$ cat config.mk
export PLATFORM = sky130hd
export DESIGN_NAME = scc_contact_ctrl
export DESIGN_NICKNAME = d
export VERILOG_FILES = /design/src/scc_pkg.sv /design/src/scc_contact_ctrl.sv
export VERILOG_INCLUDE_DIRS = /design/src
export SDC_FILE = /design/constraint.sdc
export NUM_CORES = 1
export LEC_CHECK = 0
export ABC_AREA = 1
export ABC_CLOCK_PERIOD_IN_PS = 1300
export BUFFER_PORTS_ARGS = -buffer_cell sky130_fd_sc_hd__buf_2
export CAP_MARGIN = 15
export CORE_ASPECT_RATIO = 1.2
export CORE_UTILIZATION = 47
export CTS_BUF_LIST = sky130_fd_sc_hd__clkbuf_8
export DETAILED_ROUTE_END_ITERATION = 6
export GPL_TIMING_DRIVEN = 0
export MAX_ROUTING_LAYER = met4
export PLACE_DENSITY = 0.88
export SYNTH_ARGS = -nofsm -noshare
export SYNTH_HDL_FRONTEND = slang
export SYNTH_SLANG_ARGS = --single-unit
$ cat constraint.sdc
create_clock -name clk -period 1.3 [get_ports clk]
set_input_delay 0.13 -clock clk [delete_from_list [all_inputs] [get_ports clk]]
set_output_delay 0.13 -clock clk [all_outputs]
set_load 0.05 [all_outputs]
$ cat src/scc_defs.svh
// Purpose: Offsets, field positions, reset values of the card contacts
// Assumes: Eight-bit special function register space of the core
// Notes:   Definitions only
`ifndef SCC_DEFS_SVH
`define SCC_DEFS_SVH

// Register addresses, valid with register page zero
`define SCC_CONTACT_ADDR     8'hAC
`define SCC_STATUS_ADDR      8'hAD
`define SCC_PAGE_VISIBLE     1'b0

// Contact control register fields
`define SCC_CLK_SEL_BIT      7
`define SCC_RSVD_BIT         6
`define SCC_AUX_A_BIT        5
`define SCC_AUX_B_BIT        4
`define SCC_IO_BIT           3
`define SCC_SOFT_CLK_BIT     2
`define SCC_RESET_BIT        1
`define SCC_POWER_BIT        0
`define SCC_CONTACT_RESET    8'h00

// Interface status register fields
`define SCC_ST_TBE_BIT       7
`define SCC_ST_PRESENT_BIT   6
`define SCC_ST_OVERCUR_BIT   5
`define SCC_ST_VGOOD_BIT     4
`define SCC_ST_WTO_BIT       3
`define SCC_ST_SENT_BIT      2
`define SCC_ST_RECV_BIT      1
`define SCC_ST_PARITY_BIT    0
`define SCC_STATUS_RESET     8'h80

`endif

$ cat src/scc_pkg.sv
// Purpose: Types shared by the card contact control block
// Assumes: One clock domain
// Notes:   Constants live in scc_defs.svh
package scc_pkg;

    typedef logic [7:0] scc_byte_t;

    // Card clock switchover sequencer
    typedef enum logic [1:0] {
        SCC_SW_STEADY = 2'b01,
        SCC_SW_WAIT   = 2'b10
    } scc_switch_e;

endpackage : scc_pkg

$ cat src/scc_contact_ctrl.sv
// Purpose: Card contact control register and contact pin drivers
// Assumes: Core clock domain; pins and analog flags are asynchronous
// Notes:   Open-drain contacts need an external pull-up to card VCC
`include "scc_defs.svh"

module scc_contact_ctrl
    import scc_pkg::*;
(
    input  wire logic       clk,
    input  wire logic       resetn,
    // Special function register port
    input  wire logic [7:0] sfr_addr,
    input  wire logic [7:0] sfr_wdata,
    input  wire logic       sfr_wr,
    input  wire logic       sfr_rd,
    input  wire logic       register_page_select,
    output logic      [7:0] sfr_rdata,
    output logic            sfr_hit,
    // Card clock sources
    input  wire logic       card_clock_source,
    // UART side
    input  wire logic       uart_select,
    input  wire logic       uart_io_out,
    input  wire logic       tx_buffer_empty_flag,
    input  wire logic       wait_timeout_flag,
    input  wire logic       char_sent_flag,
    input  wire logic       char_received_flag,
    input  wire logic       parity_error_flag,
    // Analog and detect flags
    input  wire logic       card_present_flag,
    input  wire logic       card_overcurrent_flag,
    input  wire logic       card_voltage_good_flag,
    // Card contacts
    output logic            card_power_on,
    output logic            card_reset_pin,
    output logic            card_clock_pin,
    output logic            card_io_pin_out,
    output logic            card_io_pin_oe,
    input  wire logic       card_io_pin_in,
    output logic            aux_contact_a_pin_out,
    output logic            aux_contact_a_pin_oe,
    input  wire logic       aux_contact_a_pin_in,
    output logic            aux_contact_b_pin_out,
    output logic            aux_contact_b_pin_oe,
    input  wire logic       aux_contact_b_pin_in
);

    ////////////////////////////////////////////////////////////////////
    // Input synchronisers

    logic [6:0] sync_a;
    logic [6:0] sync_b;
    logic [6:0] raw_in;

    assign raw_in = {card_clock_source, card_io_pin_in,
                     card_present_flag, card_overcurrent_flag,
                     card_voltage_good_flag, aux_contact_a_pin_in,
                     aux_contact_b_pin_in};

    always_ff @(posedge clk or negedge resetn) begin
        if (!resetn) begin
            sync_a <= 7'h00;
            sync_b <= 7'h00;
        end else begin
            sync_a <= raw_in;
            sync_b <= sync_a;
        end
    end

    logic iso_clk_s;
    logic io_pin_s;
    logic present_s;
    logic overcur_s;
    logic vgood_s;
    logic aux_a_s;
    logic aux_b_s;

    assign iso_clk_s = sync_b[6];
    assign io_pin_s  = sync_b[5];
    assign present_s = sync_b[4];
    assign overcur_s = sync_b[3];
    assign vgood_s   = sync_b[2];
    assign aux_a_s   = sync_b[1];
    assign aux_b_s   = sync_b[0];

    ////////////////////////////////////////////////////////////////////
    // Register decode

    function automatic logic sel_reg(input logic [7:0] a,
                                     input logic [7:0] target,
                                     input logic       page);
        sel_reg = (a == target) && (page == `SCC_PAGE_VISIBLE);
    endfunction : sel_reg

    logic hit_contact;
    logic hit_status;

    assign hit_contact = sel_reg(sfr_addr, `SCC_CONTACT_ADDR,
                                 register_page_select);
    assign hit_status  = sel_reg(sfr_addr, `SCC_STATUS_ADDR,
                                 register_page_select);
    assign sfr_hit     = (sfr_wr | sfr_rd) & (hit_contact | hit_status);

    ////////////////////////////////////////////////////////////////////
    // Contact control register

    scc_byte_t contact_control_reg;
    scc_byte_t next_contact;

    always_comb begin
        next_contact = contact_control_reg;
        if (sfr_wr && hit_contact) begin
            next_contact = sfr_wdata;
        end
    end

    always_ff @(posedge clk or negedge resetn) begin
        if (!resetn) begin
            contact_control_reg <= `SCC_CONTACT_RESET;
        end else begin
            contact_control_reg <= next_contact;
        end
    end

    logic pwr;
    logic clk_sel_req;

    assign pwr         = next_contact[`SCC_POWER_BIT];
    assign clk_sel_req = next_contact[`SCC_CLK_SEL_BIT];

    ////////////////////////////////////////////////////////////////////
    // Card clock switchover

    scc_switch_e sw_state;
    scc_switch_e next_sw_state;
    logic        active_sel;
    logic        next_active_sel;
    logic        clk_pin;
    logic        next_clk_pin;

    always_comb begin
        next_sw_state   = sw_state;
        next_active_sel = active_sel;
        unique case (sw_state)
            SCC_SW_STEADY: begin
                if (clk_sel_req != active_sel) begin
                    next_sw_state = SCC_SW_WAIT;
                end
            end
            SCC_SW_WAIT: begin
                if (clk_sel_req == active_sel) begin
                    next_sw_state = SCC_SW_STEADY;
                    // Soft level is static, a high one may end here
                end else if ((!clk_pin || !active_sel) && !iso_clk_s) begin
                    next_active_sel = clk_sel_req;
                    next_sw_state   = SCC_SW_STEADY;
                end
            end
            default: begin
                next_sw_state = SCC_SW_STEADY;
            end
        endcase
    end

    always_comb begin
        if (next_active_sel) begin
            next_clk_pin = iso_clk_s;
        end else begin
            next_clk_pin = next_contact[`SCC_SOFT_CLK_BIT];
        end
        if (next_sw_state == SCC_SW_WAIT && clk_pin == 1'b0) begin
            next_clk_pin = 1'b0;
        end
        if (!pwr) begin
            next_clk_pin = 1'b0;
        end
    end

    always_ff @(posedge clk or negedge resetn) begin
        if (!resetn) begin
            sw_state   <= SCC_SW_STEADY;
            active_sel <= 1'b0;
            clk_pin    <= 1'b0;
        end else begin
            sw_state   <= next_sw_state;
            active_sel <= next_active_sel;
            clk_pin    <= next_clk_pin;
        end
    end

    assign card_clock_pin = clk_pin;

    ////////////////////////////////////////////////////////////////////
    // Contact pin drivers

    logic next_power;
    logic next_rst;
    logic next_io_low;
    logic next_a_low;
    logic next_b_low;
    logic io_level;

    always_comb begin
        io_level = uart_select ? uart_io_out
                               : next_contact[`SCC_IO_BIT];
        next_power = pwr;
        next_rst   = pwr & next_contact[`SCC_RESET_BIT];
        next_io_low = ~io_level;
        next_a_low  = ~next_contact[`SCC_AUX_A_BIT];
        next_b_low  = ~next_contact[`SCC_AUX_B_BIT];
        if (!pwr) begin
            next_io_low = 1'b1;
            next_a_low  = 1'b1;
            next_b_low  = 1'b1;
        end
    end

    logic power_q;
    logic rst_q;
    logic io_low_q;
    logic a_low_q;
    logic b_low_q;

    always_ff @(posedge clk or negedge resetn) begin
        if (!resetn) begin
            power_q  <= 1'b0;
            rst_q    <= 1'b0;
            io_low_q <= 1'b1;
            a_low_q  <= 1'b1;
            b_low_q  <= 1'b1;
        end else begin
            power_q  <= next_power;
            rst_q    <= next_rst;
            io_low_q <= next_io_low;
            a_low_q  <= next_a_low;
            b_low_q  <= next_b_low;
        end
    end

    assign card_power_on         = power_q;
    assign card_reset_pin        = rst_q;
    assign card_io_pin_out       = 1'b0;
    assign card_io_pin_oe        = io_low_q;
    assign aux_contact_a_pin_out = 1'b0;
    assign aux_contact_a_pin_oe  = a_low_q;
    assign aux_contact_b_pin_out = 1'b0;
    assign aux_contact_b_pin_oe  = b_low_q;

    ////////////////////////////////////////////////////////////////////
    // Read data

    scc_byte_t status_view;
    scc_byte_t contact_view;
    scc_byte_t next_rdata;
    scc_byte_t rdata_q;

    always_comb begin
        status_view = `SCC_STATUS_RESET;
        status_view[`SCC_ST_TBE_BIT]     = tx_buffer_empty_flag;
        status_view[`SCC_ST_PRESENT_BIT] = present_s;
        status_view[`SCC_ST_OVERCUR_BIT] = overcur_s;
        status_view[`SCC_ST_VGOOD_BIT]   = vgood_s;
        status_view[`SCC_ST_WTO_BIT]     = wait_timeout_flag;
        status_view[`SCC_ST_SENT_BIT]    = char_sent_flag;
        status_view[`SCC_ST_RECV_BIT]    = char_received_flag;
        status_view[`SCC_ST_PARITY_BIT]  = parity_error_flag;
        contact_view = contact_control_reg;
        contact_view[`SCC_IO_BIT] = io_pin_s;
        // Aux contacts read back their pins as well
        contact_view[`SCC_AUX_A_BIT] =
            contact_control_reg[`SCC_AUX_A_BIT] & aux_a_s;
        contact_view[`SCC_AUX_B_BIT] =
            contact_control_reg[`SCC_AUX_B_BIT] & aux_b_s;
        next_rdata = 8'h00;
        if (sfr_rd && hit_contact) begin
            next_rdata = contact_view;
        end else if (sfr_rd && hit_status) begin
            next_rdata = status_view;
        end
    end

    always_ff @(posedge clk or negedge resetn) begin
        if (!resetn) begin
            rdata_q <= 8'h00;
        end else begin
            rdata_q <= next_rdata;
        end
    end

    assign sfr_rdata = rdata_q;

endmodule : scc_contact_ctrl

# Word-level counts from Yosys, hierarchy flattened
# Cells that the tools add are included.
# word_totals
regBits	39
input_bits	35
out_inout_bits	18
elab_cells	59
# classes
n_eq_ne	7
muxes	17
bitwise	11
n_reduce_logical	11
# ops
cell	count
8-bit two-way mux	3
8-bit == test (second input constant)	2
1-bit two-way mux	10
1-bit logical AND	7
2-bit two-way mux	3
1-bit NOT	5
1-bit AND	4
2-bit == test (second input constant)	2
2-bit case mux with 2 select lines	1
1-bit zero test	3
2-bit by 1-bit == test with 1-bit output (second input constant)	1
1-bit bitwise OR	2
1-bit == test	1
1-bit logical OR	1
1-bit != test	1

# Depth between registers and ports, before layout
# logic_depth
word_depth	11
mapped_depth	12

# Worst setup path after synthesis
# OpenSTA, ideal clock, no wires.
# synth_path
path_kind	input to output
from	input sfr_addr[5]
to	output sfr_hit
arrival_time_ns	1.871
required_ns	1.170
slack_ns	-0.701
stages	4
n_path_buf	0
cell_sequence	inv_1 -> nor2_2 -> inv_1 -> nor4_1
# synth_via
elab_chain_len	4
# synth_lines
item	line	rtl
start: declaration	scc_contact_ctrl.sv:12	input wire logic [7:0] sfr_addr,
8-bit == test	scc_contact_ctrl.sv:92	sel_reg = (a == target) && (page == `SCC_PAGE_VISIBLE);
1-bit logical AND	scc_contact_ctrl.sv:92	
1-bit bitwise OR (*)	scc_contact_ctrl.sv:102	assign sfr_hit = (sfr_wr | sfr_rd) & (hit_contact | hit_status);
1-bit AND (*)	scc_contact_ctrl.sv:102	
end: declaration	scc_contact_ctrl.sv:18	output logic sfr_hit,
# Every way passes the cells marked *; elsewhere a longest branch is shown, timed or not.

# Worst setup path after layout
# layout_path
from	register sw_state[0]
to	register clk_pin, in the netlist card_clock_pin
# layout_via
elab_chain_len	7
# layout_lines
item	line	rtl
start: declaration	scc_contact_ctrl.sv:134	scc_switch_e sw_state;
start signal: assignment	scc_contact_ctrl.sv:185	sw_state <= next_sw_state;
2-bit two-way mux	scc_contact_ctrl.sv:154	end else if ((!clk_pin || !active_sel) && !iso_clk_s) begin
2-bit two-way mux	scc_contact_ctrl.sv:151	if (clk_sel_req == active_sel) begin
2-bit case mux with 2 select lines	scc_contact_ctrl.sv:144	unique case (sw_state)
2-bit == test	scc_contact_ctrl.sv:171	if (next_sw_state == SCC_SW_WAIT && clk_pin == 1'b0) begin
1-bit logical AND	scc_contact_ctrl.sv:171	
1-bit two-way mux (*)	scc_contact_ctrl.sv:171	
1-bit two-way mux (*)	scc_contact_ctrl.sv:174	if (!pwr) begin
named net next_clk_pin	scc_contact_ctrl.sv:139	logic next_clk_pin;
end signal: assignment	scc_contact_ctrl.sv:187	clk_pin <= next_clk_pin;
end: declaration	scc_contact_ctrl.sv:138	logic clk_pin;
# Mark *: on every way through the listed nets, which the timed path passes. The rest lies on a longest branch.
# A chain may end at the register's enable or synchronous reset.

==> run metrics <==
worst skew pair latency 290 ps; Pleak 1.16 nW; prevailing post-synth register cell dfrtp_1; cell internal pwr approximately 0.0021 W; Die Wd between 50 and 60 um; Synth top area share 53.1%; Setup Crit Path Kind reg -> reg; CTS tree built; Longest Clk Path Bufs 2; most frequent cell after synthesis nand2_1; Die Ht 65.9 um; Synth Area in XOR/XNOR 0%; routed vias 1324; multiplexer area fraction after synthesis 0%; Adder-Cell Fraction of Synth Area 1.56%; busiest layer in global routing met2; num ports 53; std cell rows 22; status complete, but fails checks; compound-cell area share of the yosys netlist 4.92%; Sw Share 27.1%; Multi-input gate area between 500 and 600 sq um; drt pass-1 iters 4; Final min period between 1000 and 1500 ps; Post-synth EDFFs 0; commonest cells in the synthesized netlist 50 x nand2_1, 34 x dfrtp_1, 23 x inv_1; crit path DAT around 1600 ps; Final Util 67.9%; CTS buffer count 5; Worst Hold Class in -> reg; Final Hold Vio Count 0; DR iter-0 viols 44; pin count of the biggest net entering global routing 39; startpoint type of the worst setup path flop; fill cell count 252; GR Overflow Total 0; total chip power just under 0.003 W; Rel. slew slack a little under half; # clock sinks 38; Remaining DRCs 0; combinational cell fraction of total power 21.0%; met2 usage 38.3%; CP endpoint kind flop; GR met1 Demand/Resource 22.2%; post-synthesis async set-or-reset flop share 100%; port buffer count 49; Reg clk slew, reported paths roughly 70 ps; Final nets between 200 and 300; RSZ-0062 raised after global routing yes; register area share after synthesis 59.7%; Post-Synthesis Cells around 170; aggregate routed wire length 3410 um; ant diodes 0; DR vias/cell 4.87; final non-filler cell total 272; CP Data Required Time about 1500 ps; part of the cycle the worst path needs 107%; clock skew 10.6 ps; initial core utilization 50.6%; maximum operating frequency 721 MHz; H-tree lvl count 2; largest family of logic cells by synthesized area simple AND/OR/NAND/NOR gates; netlist area before placement 0.00160 sq mm; area growth from synthesis to layout 34.2%; GPL Wtd Cong 0.853; Worst-Margin Slew 800 ps; Synth warnings 0; core box area 0.00317 sq mm; Yosys cell types 26; Clk network pwr share 34.1%; mean cell area of the mapped netlist roughly 9.5 sq um; Yosys top cell by area dfrtp_1; Crit Path Max Fanout 3; number of global-route vias before repair 1353; clk root buf clkbuf_8; post-synthesis register bit count 38; failing checks negative setup slack; Cells after DPL 256; setup ws final -86.9 ps; Pwr Density 1370 mW/mm^2; Flop pwr share 44.9%; dpl hpwl 2350 um; WL/cell 12.5 um; first-pass GRT wire length 5730 um; GR Util met3 5.68%; initial antenna violation count 0; fin. max-slew vios 0; Psw 0.000795 W; Post-DRT Antenna Nets 0; share of cells above drive strength 1 between 30% and 40%; final setup fails 1; simple-gate share of the synthesized area 26.0%; maximum VDD drop 1.73 mV; Area contributors post-synth dfrtp_1 53%, nand2_1 12%, dfstp_2 6.6%, inv_1 5.4%, nand3_1 3.1%; max cap viols 0; die area between 0.003 and 0.004 sq mm; global-route usage over all layers 21.5%; Reg area 957 sq um
[logic make-up (layout without fill, tap and decap cells)]
group | Yosys count | after routing
flops | 38 | 38
fa+ha+maj | 2 | 2
compound gates | 15 | 15
buf+inv | 28 | 93
simple gates | 85 | 85
other cells | 1 | 3
[layer usage]
| metal | part of all wire (%) | vias up |
|---|---|---|
| met5 | 0 | - |
| met4 | 1.9 | 0 |
| met3 | 6.4 | 7 |
| met2 | 54 | 53 |
| met1 | 37 | 611 |
| li1 | - | 653 |
[path summary, 6_finish.rpt]
| kind | from | slack, ps | endpoint | depth (start not counted) |
|---|---|---|---|---|
| max | sw_state[0] | -90 | card_clock_pin | 8 |
| min | uart_select | 20 | card_io_pin_oe | 2 |
| max reg2reg | sw_state[0] | -90 | card_clock_pin | 8 |
| min reg2reg | sync_a[5] | 340 | sync_b[5] | 0 |
| max in group asynchronous | resetn | 270 | card_clock_pin | 2 |
| min in group asynchronous | resetn | 470 | sync_b[5] | 2 |
[cell type report]
cell class | instances | area share, %
Sequential cell | 38 | 44.5
Multi-Input combinational cell | 105 | 27.0
Timing Repair Buffer | 58 | 15.5
Inverter | 25 | 4.60
Clock buffer | 6 | 3.84
Tap cell | 36 | 2.10
Clock inverter | 1 | 1.40
Buffer | 3 | 1.05
[metrics by stage]
step	hold WS, ps	instance area (sq um)	TNS [ps]	worst slack [ps]
finish	16.1	2150	-86.9	-86.9
global placement	238	1930	-665	-119
CTS	12.8	2130	-77.7	-77.7
floorplan	-166	1640	0	3.43
global route	20.5	2150	-191	-191
detailed placement	240	1930	-1250	-162
[cells in the final DEF (no fill, tap or decap)]
cell	count
nand2_4	1
buf_4	4
nand4_4	1
nand2_1	48
bufinv_16	1
conb_1	3
nand2_2	6
ha_1	1
nor2_4	2
o21ai_1	2
nand3b_1	2
nor2_1	5
dfrtp_1	33
nor4_4	1
a21oi_1	3
inv_1	21
ha_4	1
and2_4	1
nand3_1	8
o21ai_0	8
clkbuf_8	6
buf_2	49
nor2_2	4
dfstp_2	4
dfrtp_2	1
dlygate4sd3_1	8
nand3_2	3
clkinv_4	1
a21oi_2	2
inv_2	3
nand4_1	2
nor3_1	1
[worst max-delay path, stage by stage, from the launching register on]
cell     delay (ps)
dfstp_2         550
inv_2            50
ha_4            210
a21oi_2         100
nand2_1          70
inv_2            60
nand3_2          70
nor2_2          110
nor2_1           50
[power by group through the flow]
stage / Clock (W) / Combinational (W) / Sequential [W]
2_1_floorplan: 0 / 0.000347 / 0.00134
3_3_place_gp: 0 / 0.000472 / 0.00134
3_5_place_dp: 0 / 0.000496 / 0.00134
4_1_cts: 0.00102 / 0.000571 / 0.00132
5_1_grt: 0.00108 / 0.000706 / 0.00133
6_report: 0.00100 / 0.000618 / 0.00132
[repair_timing]
action                                  in CTS  in global routing
endpoints found under the hold margin       41                  0
endpoints found under the setup margin       1                  3
hold buffers                                 8                  0
gates resized for setup                      3                  5
gates cloned                                 0                  0
buffers inserted                             1                  0
pin swaps                                    3                  3
(Power assumes the default switching activity.)
